## src/pdc_pkg.sv

```systemverilog
/*
  Package for the divider configuration register bank: register indices,
  field positions, reset values and codes.
  Assumes a 32-bit AXI4-Lite bus; each 8-bit register takes one aligned word.
*/
package pdc_pkg;

  // ==========================================================================
  // Register indices (byte address is four times the index)
  localparam logic [7:0] IDX_POWER_AND_SOFT_RESET        = 8'h02;
  localparam logic [7:0] IDX_FEEDBACK_DIVIDE_LOW         = 8'h10;
  localparam logic [7:0] IDX_FEEDBACK_DIVIDE_MID         = 8'h11;
  localparam logic [7:0] IDX_FEEDBACK_HIGH_AND_MODULATOR = 8'h12;
  localparam logic [7:0] IDX_FRACTION_NUMERATOR_LOW      = 8'h13;
  localparam logic [7:0] IDX_FRACTION_NUMERATOR_MID      = 8'h14;
  localparam logic [7:0] IDX_FRACTION_NUMERATOR_HIGH     = 8'h15;
  localparam logic [7:0] IDX_FRACTION_DENOMINATOR_LOW    = 8'h16;
  localparam logic [7:0] IDX_FRACTION_DENOMINATOR_MID    = 8'h17;
  localparam logic [7:0] IDX_FRACTION_DENOMINATOR_HIGH   = 8'h18;
  localparam logic [7:0] IDX_REFERENCE_DIVIDE_LOW        = 8'h19;
  localparam logic [7:0] IDX_REFERENCE_DIVIDE_HIGH       = 8'h1A;
  localparam logic [7:0] IDX_REFERENCE_PATH_CONTROL      = 8'h1B;
  localparam logic [7:0] IDX_RAMP_CONTROL                = 8'h1C;

  // ==========================================================================
  // Field widths and reset values
  localparam int          FB_DIV_W     = 18;
  localparam int          FRAC_W       = 24;
  localparam int          REF_DIV_W    = 16;
  localparam logic [17:0] FB_DIV_RST   = 18'h00010;
  localparam logic [23:0] FRACTION_NUMERATOR_RST = 24'h000000;
  localparam logic [23:0] FRACTION_DENOMINATOR_RST = 24'h000000;
  localparam logic [15:0] REF_DIV_RST  = 16'h0001;
  localparam logic [1:0]  PWR_SEL_RST  = 2'h0;
  localparam logic [1:0]  DITHER_RST   = 2'h0;
  localparam logic [2:0]  ORDER_RST    = 3'h0;
  localparam logic [24:0] FIXED_DEN    = 25'h1000000;

  // ==========================================================================
  // Bit positions
  localparam int SOFT_RESET_BIT = 2;
  localparam int FB_HIGH_LSB    = 0;
  localparam int DITHER_LSB     = 2;
  localparam int ORDER_LSB      = 4;
  localparam int DOUBLER_BIT    = 0;
  localparam int RAMP_EN_BIT    = 0;

  // ==========================================================================
  // Codes
  localparam logic [1:0] PWR_FORCE_DOWN = 2'h0;
  localparam logic [1:0] PWR_FORCE_UP   = 2'h1;
  localparam logic [1:0] PWR_FOLLOW_PIN = 2'h2;
  localparam logic [2:0] ORDER_MAX      = 3'h4;

  localparam logic [1:0] RESP_OKAY   = 2'h0;
  localparam logic [1:0] RESP_SLVERR = 2'h2;

endpackage : pdc_pkg

```

## src/pdc_regs.sv

```systemverilog
/*
  Configuration register bank of a fractional-N synthesizer, reached over
  AXI4-Lite. Drives the divider, modulator and reference path settings.
  Assumes a single 100 MHz clock, synchronous active-low reset and a master
  that keeps at most one write and one read in flight.
*/
// Register access over AXI4-Lite was decided locally.
`timescale 1ns/10ps

// Behaviour
// - Power field: 0 forced down, 1 forced up, 2 follows chip-enable, 3 reserved
// - Power field resets to 0, device powered down regardless of chip-enable
// - Writing 1 to soft reset bit restores all registers to defaults
// - Every field holds its default from reset until software writes it
// - Feedback divide is 18 bits across three registers, default 16
// - Writing the lowest feedback divide register starts ramp execution
// - Dither and order fields decode as documented, both reset to 0
// - Denominator used only with ramping off; otherwise fixed two to 24th
// - Reference divide is 16 bits, default 1; value 1 bypasses the counter
// - Doubler enable inserts doubler ahead of reference divider, resets 0
module pdc_regs
  import pdc_pkg::*;
(
  // Clock and reset
  input  wire logic                 aclk,
  input  wire logic                 aresetn,
  // AXI4-Lite write address
  input  wire logic [7:0]           s_axi_awaddr,
  input  wire logic                 s_axi_awvalid,
  output logic                      s_axi_awready,
  // AXI4-Lite write data
  input  wire logic [31:0]          s_axi_wdata,
  input  wire logic [3:0]           s_axi_wstrb,
  input  wire logic                 s_axi_wvalid,
  output logic                      s_axi_wready,
  // AXI4-Lite write response
  output logic [1:0]                s_axi_bresp,
  output logic                      s_axi_bvalid,
  input  wire logic                 s_axi_bready,
  // AXI4-Lite read address
  input  wire logic [7:0]           s_axi_araddr,
  input  wire logic                 s_axi_arvalid,
  output logic                      s_axi_arready,
  // AXI4-Lite read data
  output logic [31:0]               s_axi_rdata,
  output logic [1:0]                s_axi_rresp,
  output logic                      s_axi_rvalid,
  input  wire logic                 s_axi_rready,
  // Chip-enable pin
  input  wire logic                 chip_enable,
  // Synthesizer settings
  output logic                      power_up,
  output logic [FB_DIV_W-1:0]       feedback_divide,
  output logic                      ramp_start,
  output logic                      ramp_enable,
  output logic [1:0]                modulator_dither_level,
  output logic [2:0]                modulator_order_select,
  output logic                      modulator_order_reserved,
  output logic [FRAC_W-1:0]         fraction_numerator,
  output logic [FRAC_W:0]           effective_denominator,
  output logic [REF_DIV_W-1:0]      reference_divide,
  output logic                      reference_bypass,
  output logic                      reference_doubler_enable
);

  // ==========================================================================
  // Register storage
  logic [1:0]            power_state_select_ff;
  logic [FB_DIV_W-1:0]   fb_div_ff;
  logic [1:0]            dither_ff;
  logic [2:0]            order_ff;
  logic [FRAC_W-1:0]     num_ff;
  logic [FRAC_W-1:0]     den_ff;
  logic [REF_DIV_W-1:0]  ref_div_ff;
  logic [7:0]            ref_ctrl_ff;
  logic                  ramp_en_ff;
  logic                  ramp_start_ff;

  // ==========================================================================
  // Write channel: address and data taken in either order
  logic        aw_held_ff;
  logic [7:0]  aw_addr_ff;
  logic        w_held_ff;
  logic [31:0] w_data_ff;
  logic [3:0]  w_strb_ff;
  logic        bvalid_ff;
  logic [1:0]  bresp_ff;
  logic        wr_go;
  logic [7:0]  wr_idx;
  logic        wr_hit;
  logic [7:0]  wbyte;
  logic        soft_rst;

  assign s_axi_awready = !aw_held_ff && !bvalid_ff;
  assign s_axi_wready  = !w_held_ff && !bvalid_ff;
  assign wr_go         = aw_held_ff && w_held_ff && !bvalid_ff;
  assign wr_idx        = {2'h0, aw_addr_ff[7:2]};
  // Narrow registers live in byte lane 0; a write without that lane changes nothing
  assign wbyte         = w_data_ff[7:0];

  always_comb begin
    unique case (wr_idx)
      IDX_POWER_AND_SOFT_RESET, IDX_FEEDBACK_DIVIDE_LOW, IDX_FEEDBACK_DIVIDE_MID,
      IDX_FEEDBACK_HIGH_AND_MODULATOR, IDX_FRACTION_NUMERATOR_LOW,
      IDX_FRACTION_NUMERATOR_MID, IDX_FRACTION_NUMERATOR_HIGH,
      IDX_FRACTION_DENOMINATOR_LOW, IDX_FRACTION_DENOMINATOR_MID,
      IDX_FRACTION_DENOMINATOR_HIGH, IDX_REFERENCE_DIVIDE_LOW,
      IDX_REFERENCE_DIVIDE_HIGH, IDX_REFERENCE_PATH_CONTROL,
      IDX_RAMP_CONTROL: wr_hit = 1'b1;
      default:          wr_hit = 1'b0;
    endcase
  end

  logic wr_en;
  assign wr_en    = wr_go && wr_hit && w_strb_ff[0];
  assign soft_rst = wr_en && (wr_idx == IDX_POWER_AND_SOFT_RESET) && wbyte[SOFT_RESET_BIT];

  always_ff @(posedge aclk) begin
    if (!aresetn) begin
      aw_held_ff <= 1'b0;
      aw_addr_ff <= 8'h00;
    end else if (s_axi_awvalid && s_axi_awready) begin
      aw_held_ff <= 1'b1;
      aw_addr_ff <= s_axi_awaddr;
    end else if (wr_go) begin
      aw_held_ff <= 1'b0;
    end
  end

  always_ff @(posedge aclk) begin
    if (!aresetn) begin
      w_held_ff <= 1'b0;
      w_data_ff <= 32'h00000000;
      w_strb_ff <= 4'h0;
    end else if (s_axi_wvalid && s_axi_wready) begin
      w_held_ff <= 1'b1;
      w_data_ff <= s_axi_wdata;
      w_strb_ff <= s_axi_wstrb;
    end else if (wr_go) begin
      w_held_ff <= 1'b0;
    end
  end

  always_ff @(posedge aclk) begin
    if (!aresetn) begin
      bvalid_ff <= 1'b0;
      bresp_ff  <= RESP_OKAY;
    end else if (wr_go) begin
      bvalid_ff <= 1'b1;
      bresp_ff  <= wr_hit ? RESP_OKAY : RESP_SLVERR;
    end else if (s_axi_bready) begin
      bvalid_ff <= 1'b0;
    end
  end

  assign s_axi_bvalid = bvalid_ff;
  assign s_axi_bresp  = bresp_ff;

  // ==========================================================================
  // Register updates; soft reset outranks the store of its own write
  always_ff @(posedge aclk) begin
    if (!aresetn || soft_rst) begin
      power_state_select_ff <= PWR_SEL_RST;
      fb_div_ff             <= FB_DIV_RST;
      dither_ff             <= DITHER_RST;
      order_ff              <= ORDER_RST;
      num_ff                <= FRACTION_NUMERATOR_RST;
      den_ff                <= FRACTION_DENOMINATOR_RST;
      ref_div_ff            <= REF_DIV_RST;
      ref_ctrl_ff           <= 8'h00;
      ramp_en_ff            <= 1'b0;
    end else if (wr_en) begin
      unique case (wr_idx)
        IDX_POWER_AND_SOFT_RESET:        power_state_select_ff <= wbyte[1:0];
        IDX_FEEDBACK_DIVIDE_LOW:         fb_div_ff[7:0]   <= wbyte;
        IDX_FEEDBACK_DIVIDE_MID:         fb_div_ff[15:8]  <= wbyte;
        IDX_FEEDBACK_HIGH_AND_MODULATOR: begin
          fb_div_ff[17:16] <= wbyte[FB_HIGH_LSB +: 2];
          dither_ff        <= wbyte[DITHER_LSB +: 2];
          order_ff         <= wbyte[ORDER_LSB +: 3];
        end
        IDX_FRACTION_NUMERATOR_LOW:      num_ff[7:0]      <= wbyte;
        IDX_FRACTION_NUMERATOR_MID:      num_ff[15:8]     <= wbyte;
        IDX_FRACTION_NUMERATOR_HIGH:     num_ff[23:16]    <= wbyte;
        IDX_FRACTION_DENOMINATOR_LOW:    den_ff[7:0]      <= wbyte;
        IDX_FRACTION_DENOMINATOR_MID:    den_ff[15:8]     <= wbyte;
        IDX_FRACTION_DENOMINATOR_HIGH:   den_ff[23:16]    <= wbyte;
        IDX_REFERENCE_DIVIDE_LOW:        ref_div_ff[7:0]  <= wbyte;
        IDX_REFERENCE_DIVIDE_HIGH:       ref_div_ff[15:8] <= wbyte;
        IDX_REFERENCE_PATH_CONTROL:      ref_ctrl_ff      <= wbyte;
        IDX_RAMP_CONTROL:                ramp_en_ff       <= wbyte[RAMP_EN_BIT];
        default: ;
      endcase
    end
  end

  // Ramp start pulses for one cycle after a write to the lowest divide register
  always_ff @(posedge aclk) begin
    if (!aresetn) begin
      ramp_start_ff <= 1'b0;
    end else begin
      ramp_start_ff <= wr_en && (wr_idx == IDX_FEEDBACK_DIVIDE_LOW);
    end
  end

  // ==========================================================================
  // Read channel
  logic        rvalid_ff;
  logic [31:0] rdata_ff;
  logic [1:0]  rresp_ff;
  logic [7:0]  rd_idx;
  logic [7:0]  rd_byte;
  logic        rd_hit;

  assign s_axi_arready = !rvalid_ff;
  assign rd_idx        = {2'h0, s_axi_araddr[7:2]};

  always_comb begin
    rd_hit  = 1'b1;
    rd_byte = 8'h00;
    unique case (rd_idx)
      IDX_POWER_AND_SOFT_RESET:        rd_byte = {6'h00, power_state_select_ff};
      IDX_FEEDBACK_DIVIDE_LOW:         rd_byte = fb_div_ff[7:0];
      IDX_FEEDBACK_DIVIDE_MID:         rd_byte = fb_div_ff[15:8];
      IDX_FEEDBACK_HIGH_AND_MODULATOR: rd_byte = {1'b0, order_ff, dither_ff, fb_div_ff[17:16]};
      IDX_FRACTION_NUMERATOR_LOW:      rd_byte = num_ff[7:0];
      IDX_FRACTION_NUMERATOR_MID:      rd_byte = num_ff[15:8];
      IDX_FRACTION_NUMERATOR_HIGH:     rd_byte = num_ff[23:16];
      IDX_FRACTION_DENOMINATOR_LOW:    rd_byte = den_ff[7:0];
      IDX_FRACTION_DENOMINATOR_MID:    rd_byte = den_ff[15:8];
      IDX_FRACTION_DENOMINATOR_HIGH:   rd_byte = den_ff[23:16];
      IDX_REFERENCE_DIVIDE_LOW:        rd_byte = ref_div_ff[7:0];
      IDX_REFERENCE_DIVIDE_HIGH:       rd_byte = ref_div_ff[15:8];
      IDX_REFERENCE_PATH_CONTROL:      rd_byte = ref_ctrl_ff;
      IDX_RAMP_CONTROL:                rd_byte = {7'h00, ramp_en_ff};
      default:                         rd_hit  = 1'b0;
    endcase
  end

  always_ff @(posedge aclk) begin
    if (!aresetn) begin
      rvalid_ff <= 1'b0;
      rdata_ff  <= 32'h00000000;
      rresp_ff  <= RESP_OKAY;
    end else if (s_axi_arvalid && s_axi_arready) begin
      rvalid_ff <= 1'b1;
      rdata_ff  <= {24'h000000, rd_byte};
      rresp_ff  <= rd_hit ? RESP_OKAY : RESP_SLVERR;
    end else if (s_axi_rready) begin
      rvalid_ff <= 1'b0;
    end
  end

  assign s_axi_rvalid = rvalid_ff;
  assign s_axi_rdata  = rdata_ff;
  assign s_axi_rresp  = rresp_ff;

  // ==========================================================================
  // Decoded settings; reserved power code keeps the device down
  always_comb begin
    unique case (power_state_select_ff)
      PWR_FORCE_DOWN: power_up = 1'b0;
      PWR_FORCE_UP:   power_up = 1'b1;
      PWR_FOLLOW_PIN: power_up = chip_enable;
      default:        power_up = 1'b0;
    endcase
  end

  assign feedback_divide          = fb_div_ff;
  assign ramp_start               = ramp_start_ff;
  assign ramp_enable              = ramp_en_ff;
  assign modulator_dither_level   = dither_ff;
  assign modulator_order_select   = order_ff;
  assign modulator_order_reserved = order_ff > ORDER_MAX;
  assign fraction_numerator       = num_ff;
  assign effective_denominator    = ramp_en_ff ? FIXED_DEN : {1'b0, den_ff};
  assign reference_divide         = ref_div_ff;
  assign reference_bypass         = ref_div_ff == REF_DIV_RST;
  assign reference_doubler_enable = ref_ctrl_ff[DOUBLER_BIT];

  // ==========================================================================
  // Checks
  a_power_force_down: assert property (@(posedge aclk) disable iff (!aresetn)
    power_state_select_ff == PWR_FORCE_DOWN |-> !power_up)
    else $error("power up while forced down");

  a_power_follow_pin: assert property (@(posedge aclk) disable iff (!aresetn)
    power_state_select_ff == PWR_FOLLOW_PIN |-> power_up == chip_enable)
    else $error("power does not follow chip enable");

  a_reset_power_down: assert property (@(posedge aclk)
    !aresetn |=> !power_up && feedback_divide == FB_DIV_RST)
    else $error("defaults not loaded by reset");

  a_soft_reset_defaults: assert property (@(posedge aclk) disable iff (!aresetn)
    soft_rst |=> feedback_divide == FB_DIV_RST && reference_divide == REF_DIV_RST
      && fraction_numerator == FRACTION_NUMERATOR_RST && !reference_doubler_enable)
    else $error("soft reset left a field changed");

  a_fields_hold_value: assert property (@(posedge aclk) disable iff (!aresetn)
    !wr_en |=> $stable(feedback_divide) && $stable(fraction_numerator))
    else $error("field changed without a write");

  a_ramp_start_pulse: assert property (@(posedge aclk) disable iff (!aresetn)
    wr_en && wr_idx == IDX_FEEDBACK_DIVIDE_LOW && !soft_rst
      |=> ramp_start ##1 !ramp_start)
    else $error("ramp start not a single pulse");

  // Checks the shape of the fixed value, so a wrong constant is caught too
  a_fixed_denominator: assert property (@(posedge aclk) disable iff (!aresetn)
    ramp_enable |-> effective_denominator[FRAC_W] && effective_denominator[FRAC_W-1:0] == '0)
    else $error("denominator not fixed while ramping");

  a_low_byte_order: assert property (@(posedge aclk) disable iff (!aresetn)
    wr_en && wr_idx == IDX_FRACTION_NUMERATOR_LOW
      |=> fraction_numerator[7:0] == $past(wbyte))
    else $error("low register not in low bits");

endmodule // pdc_regs

```

## config.mk

```make
export PLATFORM = sky130hd
export DESIGN_NAME = pdc_regs
export DESIGN_NICKNAME = d
export VERILOG_FILES = /design/src/pdc_pkg.sv /design/src/pdc_regs.sv
export SDC_FILE = /design/constraint.sdc
export NUM_CORES = 1
export LEC_CHECK = 0
export BUFFER_PORTS_ARGS = -buffer_cell sky130_fd_sc_hd__buf_4
export CAP_MARGIN = 15
export CORE_MARGIN = 5
export CORE_UTILIZATION = 30
export CTS_CLUSTER_SIZE = 10
export DETAILED_ROUTE_END_ITERATION = 16
export PLACE_DENSITY = 0.54
export SLEW_MARGIN = 0
export SYNTH_ARGS = -nofsm -noshare
export SYNTH_HDL_FRONTEND = slang
export SYNTH_SLANG_ARGS = --single-unit
```

## constraint.sdc

```tcl
create_clock -name aclk -period 2.68 [get_ports aclk]
set_input_delay 0.134 -clock aclk [delete_from_list [all_inputs] [get_ports aclk]]
set_output_delay 0.134 -clock aclk [all_outputs]
set_load 0.01 [all_outputs]
```

==> impl_metrics.env, run 1 <==
export IMPL_multi_input_area_sq_mm=0.00336
export IMPL_drtIter0Drc=322
export IMPL_grt_setup_unrepaired="false"
export IMPL_drive_gt1_share_pct=27.3
export IMPL_path_class="register to register"
export IMPL_endpoint_kind="register"
export IMPL_first_global_vias=5119
export IMPL_cts_tree="built"
export IMPL_path_clk_slew_ps=60
export IMPL_ys_seq_elements=129
export IMPL_async_reset_ff_share_pct=0
export IMPL_period_needed_ps=2260
export IMPL_regArea_sq_mm=0.00258
export IMPL_die_w_um=155
export IMPL_startpoint="aw_addr_ff[2]"
export IMPL_grtUsageTotal_pct=17.0
export IMPL_setup_viol_count_final=0
export IMPL_grt_overflow_total=0
export IMPL_tns_ps=0
export IMPL_synthesis_area_sq_mm=0.00629
export IMPL_core_sq_mm=0.0208
export IMPL_clock_skew_ps=10.1
export IMPL_die_y_um=155
export IMPL_vias=5299
export IMPL_cts_buffers_inserted=17
export IMPL_grt_max_degree=59
export IMPL_syn_inst=662
export IMPL_layout_common_cells="buf_4 (164), dfxtp_1 (129), nor2_1 (109)"
export IMPL_status="finished, final reports clean"
export IMPL_required_ps=2980
export IMPL_area_delta_synth_final_pct=32.2
export IMPL_routed_via_density=4.82
export IMPL_period_share_pct=84.2
export IMPL_min_delay_start="s_axi_awaddr[6]"
export IMPL_drt_pass1_iter_count=6
export IMPL_power_leakage_nw=3.84
export IMPL_drtAntennaViolNets=0
export IMPL_synth_cell_types=63
export IMPL_diodes=0
export IMPL_power_density_mw_per_mm2=555
export IMPL_root_buffer="clkbuf_16"
export IMPL_preCtsSetupSlack_ps=420
export IMPL_r2r_start="aw_addr_ff[2]"
export IMPL_irDropWorstVdd_v=0.000368
export IMPL_ys_seq_area_share_pct=41.1
export IMPL_slew_headroom_pct=44.6
export IMPL_yosys_area_top_type="dfxtp_1"
export IMPL_ys_flop_type="dfxtp_1"
export IMPL_h_tree_depth=4
export IMPL_cp_max_fo=58
export IMPL_start_kind="register"
export IMPL_syn_avg_cell_area_sq_um=9.50
export IMPL_drc=0
export IMPL_cp_arrival_ps=2560
export IMPL_cts_sinks=129
export IMPL_io_buffers=137
export IMPL_wl_um=20800
export IMPL_nets=873
export IMPL_drv_slew=0
export IMPL_synth_top_area_share_pct=41.1
export IMPL_post_dp_hpwl_um=14700
export IMPL_grt_pass1_wl_um=31200
export IMPL_num_io_pins=195
export IMPL_dieArea_sq_mm=0.0240
export IMPL_clock_path_buffers=2
export IMPL_yosys_warnings=0
export IMPL_fillerInstances=2131
export IMPL_avgRoutedWirePerCell_um=18.9
export IMPL_antenna_found_initial=0
export IMPL_maxCapViolCount=0
export IMPL_synth_area_top_cells="dfxtp_1 (41%), mux2i_1 (17%), nor2_1 (6.5%)"
export IMPL_timing_hold_worst_class="input pin to register"
export IMPL_insertion_delay_ps=420
export IMPL_initial_utilization_pct=30.2
export IMPL_mostFrequentLayoutCell="buf_4"
export IMPL_synth_edf_count=0
export IMPL_p_total_w=0.00461
export IMPL_num_rows=53
export IMPL_tightest_slew_ps=825
export IMPL_gp_routability_congestion=0.814
export IMPL_hold_violations=0
export IMPL_setup_slack_ps=424
export IMPL_timing_fmax_mhz=443
flip-flops by register name (all words and copies together), names as in the netlist, 2 cells and up, named ones only:
signal,cells
den_ff,24
fraction_numerator,24
feedback_divide,18
reference_divide,16
ref_ctrl_ff,8
s_axi_rdata,8
w_data_ff,8
aw_addr_ff,6
modulator_order_select,3
modulator_dither_level,2
power_state_select_ff,2
routing by layer:
layer	wire length, um	global-route usage (%)	part of all wire [%]	vias to the layer above
met5	0	0	0	-
met4	374	4.71	1.8	0
met3	1340	5.20	6.5	19
met2	9570	26.9	46	156
met1	9470	22.7	46	2535
li1	-	-	-	2589
power breakdown:
part           switching [W]  internal (W)  total (W)
logic               0.000199      0.000131   0.000331
registers          0.0000491       0.00194    0.00199
clock network       0.000891       0.00140    0.00229
total                0.00114       0.00347    0.00461
kinds of logic (layout without fill, tap and decap cells):
group / after synthesis / after routing / share of synthesized area [%]
multiplexers: 122 / 122 / 21.6
adder cells (fa/ha/maj): 2 / 2 / 0.398
buffers and inverters: 84 / 221 / 7.12
AO/OA/AOI/OAI: 66 / 66 / 8.08
other: 1 / 26 / 0.0596
AND/OR/NAND/NOR: 258 / 258 / 21.7
flip-flops: 129 / 129 / 41.1
synthesized netlist by cell type (3+ instances only):
cell type,number
dfxtp_1,129
nor2_1,109
mux2i_1,104
nand2_1,40
clkbuf_1,33
buf_4,28
nor2b_1,28
a21oi_1,16
buf_2,10
mux4_2,10
nand4_1,10
a221oi_1,9
inv_1,9
mux2_2,8
and3_1,7
nand2b_1,7
nand3_1,7
nor4_1,7
nor4bb_1,7
and2_1,5
nand3b_1,5
a22o_1,4
a22oi_1,4
nor4b_1,4
o211ai_1,4
a211o_1,3
a32oi_1,3
and3b_1,3
critical path: stages, from the launching register on:
cell     delay (ps)
dfxtp_1         300
or4b_1          580
or4_1           610
o21ai_4         260
buf_12          300
nor2_1           90
path summary, 6_finish.rpt:
path	endpoint	slack (ps)	depth (start not counted)
max reg2reg	feedback_divide[10]	420	5
min reg2reg	w_strb_ff[0]	480	2
min	aw_addr_ff[6]	40	3
max	feedback_divide[10]	420	5
final cells by class:
type	count	share of cell area, %
inverters	10	0.452
flip-flops and latches	129	31.1
clock buffers	20	5.37
clock inverters	12	1.61
multi-input cells	474	40.5
repair buffers	179	16.9
well taps	275	4.14
metrics by stage:
stage	hold slack, ps	instances	instance area [sq um]	utilization, %
floorplan	270	687	6380	-
global placement	378	1054	7600	36.5
detailed placement	373	1054	7600	36.5
CTS	26.6	1099	8310	39.9
global route	44.6	1099	8310	39.9
finish	37.8	1099	8310	39.9
timing repair:
item | in CTS | in global routing
endpoints found under the setup margin | 0 | 0
endpoints found under the hold margin | 13 | 0
resized for setup | 0 | 0
hold buffers | 13 | 0
buffers inserted | 0 | 0
No activity file was read; power rests on OpenSTA's default activity.
==> run 2: changes to the inputs <==
Settings changed: PLACE_DENSITY 0.54 to 0.55.
Clock period 2.68 ns to 1.8 ns, I/O delays scaled along.
==> run 2 against run 1 <==
Compared with the run above:
- the flow now finishes with violations (negative setup slack)
- die area did not move
- fmax rose by 11%
- register-to-register slack got worse by 660 ps
- utilization rose by 2.3 points
- global-route usage rose by 0.51 points
- via count rose by 3.9%
- wire length rose by 3.6%
- combinational power rose by 86%
- sequential power rose by 48%
- hold slack got worse by 11 ps
- critical endpoint is now den_ff[8]
- first-iteration DRC count fell by 10%
==> impl_metrics.env, run 2 (same netlist as run 1, synthesis figures left out) <==
export IMPL_start_kind="register"
export IMPL_io_buffers=137
export IMPL_r2r_slack_ps=-240
export IMPL_cts_tree="built"
export IMPL_preCtsSetupSlack_ps=-282
export IMPL_r2r_start="aw_addr_ff[2]"
export IMPL_fin_hold_ws_ps=27.2
export IMPL_required_ps=2120
export IMPL_cp_max_fo=16
export IMPL_reg2reg_to="den_ff[8]"
export IMPL_period_share_pct=113
export IMPL_timing_fmax_mhz=490
export IMPL_power_leakage_nw=4.09
export IMPL_routed_via_density=4.85
export IMPL_drv_slew=0
export IMPL_drive_gt1_share_pct=30.7
export IMPL_hold_violations=0
export IMPL_endpoint_kind="register"
export IMPL_wl_um=21500
export IMPL_path_clk_slew_ps=60
export IMPL_power_density_mw_per_mm2=804
export IMPL_die_w_um=155
export IMPL_die_y_um=155
export IMPL_avgRoutedWirePerCell_um=19.0
export IMPL_cts_buffers_inserted=17
export IMPL_grtUsageTotal_pct=17.6
export IMPL_p_total_w=0.00707
export IMPL_status="finished with violations"
export IMPL_core_sq_mm=0.0208
export IMPL_drtAntennaViolNets=0
export IMPL_tns_ps=-20470
export IMPL_clock_skew_ps=7.70
export IMPL_layout_common_cells="buf_4 (187), dfxtp_1 (129), nor2_1 (108)"
export IMPL_cp_arrival_ps=2360
export IMPL_utilization_pct=42.2
export IMPL_min_to="s_axi_rdata[7]"
export IMPL_slew_headroom_pct=50.8
export IMPL_root_buffer="clkbuf_16"
export IMPL_dieArea_sq_mm=0.0240
export IMPL_first_global_vias=5465
export IMPL_nets=910
export IMPL_violations="negative setup slack"
export IMPL_setup_viol_count_final=98
export IMPL_post_dp_hpwl_um=15300
export IMPL_path_class="register to register"
export IMPL_min_delay_start="aresetn"
export IMPL_period_needed_ps=2040
export IMPL_area_delta_synth_final_pct=39.7
export IMPL_antenna_found_initial=0
export IMPL_mostFrequentLayoutCell="buf_4"
export IMPL_cts_sinks=129
export IMPL_clock_path_buffers=2
export IMPL_maxCapViolCount=0
export IMPL_hold_path_depth=2
export IMPL_drt_pass1_iter_count=5
export IMPL_r2r_cells=6
export IMPL_vias=5508
export IMPL_fillerInstances=2094
export IMPL_grt_overflow_total=0
export IMPL_grt_max_degree=33
export IMPL_initial_utilization_pct=30.2
export IMPL_setup_slack_ps=-240
export IMPL_drc=0
export IMPL_irDropWorstVdd_v=0.000544
export IMPL_grt_pass1_wl_um=32400
export IMPL_diodes=0
export IMPL_gp_routability_congestion=0.822
export IMPL_insertion_delay_ps=430
export IMPL_grt_setup_unrepaired="true"
export IMPL_h_tree_depth=4
export IMPL_drtIter0Drc=289
export IMPL_tightest_slew_ps=733
export IMPL_num_rows=53
export IMPL_timing_hold_worst_class="input pin to register"
export IMPL_num_io_pins=195
==> run 2: changes by cell type in the layout (fill, tap and decap cells not counted), sizes merged <==
cell and change:
buf +34, bufinv +1, clkbuf +1, clkinv -1, clkinvlp +1, dlygate4sd3 +1
inv -1
==> run 2: how the worst max path moves through the flow <==
stage	start	endpoint	slack, ps	depth (start not counted)
after floorplan	aw_addr_ff[2]	feedback_divide[0]	-220	7
after global placement	aw_addr_ff[4]	den_ff[5]	-240	5
after detailed placement	aw_addr_ff[2]	fraction_numerator[21]	-280	5
after CTS	aw_addr_ff[2]	reference_divide[1]	-250	6
after global routing	aw_addr_ff[2]	reference_divide[9]	-270	6
final	aw_addr_ff[2]	den_ff[8]	-240	6
==> run 2: metal layers <==
| metal | GRT usage, % | wire, um |
|---|---|---|
| met1 | 23.5 | 9880 |
| met2 | 28.2 | 10100 |
| met3 | 4.42 | 1260 |
| met4 | 4.84 | 304 |
| met5 | 0 | 0 |
==> run 2: layout make-up <==
class,instances,area (sq um),area share (%)
multi-input cells,474,3380,38.5
flip-flops and latches,129,2580,29.4
repair buffers,216,1840,21.0
clock buffers,19,433,4.93
well taps,275,344,3.92
clock inverters,12,161,1.84
inverters,10,37.5,0.427
==> run 2: repair_timing <==
action / CTS / global route
setup endpoints to repair: 98 / 98
pin swaps: 1 / 2
hold endpoints to repair: 14 / 0
buffers inserted: 3 / 0
gates resized for setup: 4 / 5
cloned: 1 / 3
hold buffers: 14 / 0
==> run 2: worst max-delay path, cell delays in order (launching register included) <==
cell and delay, ps:
dfxtp_1 310, or4b_4 550, or4_4 470, o21ai_4 210
buf_12 160, clkbuf_16 170, nor2_1 50
==> run 2: power breakdown <==
| group | switching (W) | internal [W] | leakage, nW | total [W] |
|---|---|---|---|---|
| Sequential | 0.0000601 | 0.00289 | 1.04 | 0.00295 |
| Combinational | 0.000339 | 0.000278 | 2.77 | 0.000617 |
| Clock | 0.00132 | 0.00218 | 0.280 | 0.00349 |
| Total | 0.00172 | 0.00535 | 4.09 | 0.00707 |
==> run 2: per-stage QoR <==
stage | instances | area [sq um]
after floorplan | 687 | 6390
after global placement | 1083 | 7890
after detailed placement | 1083 | 7890
after CTS | 1132 | 8700
after global routing | 1135 | 8780
final | 1135 | 8780
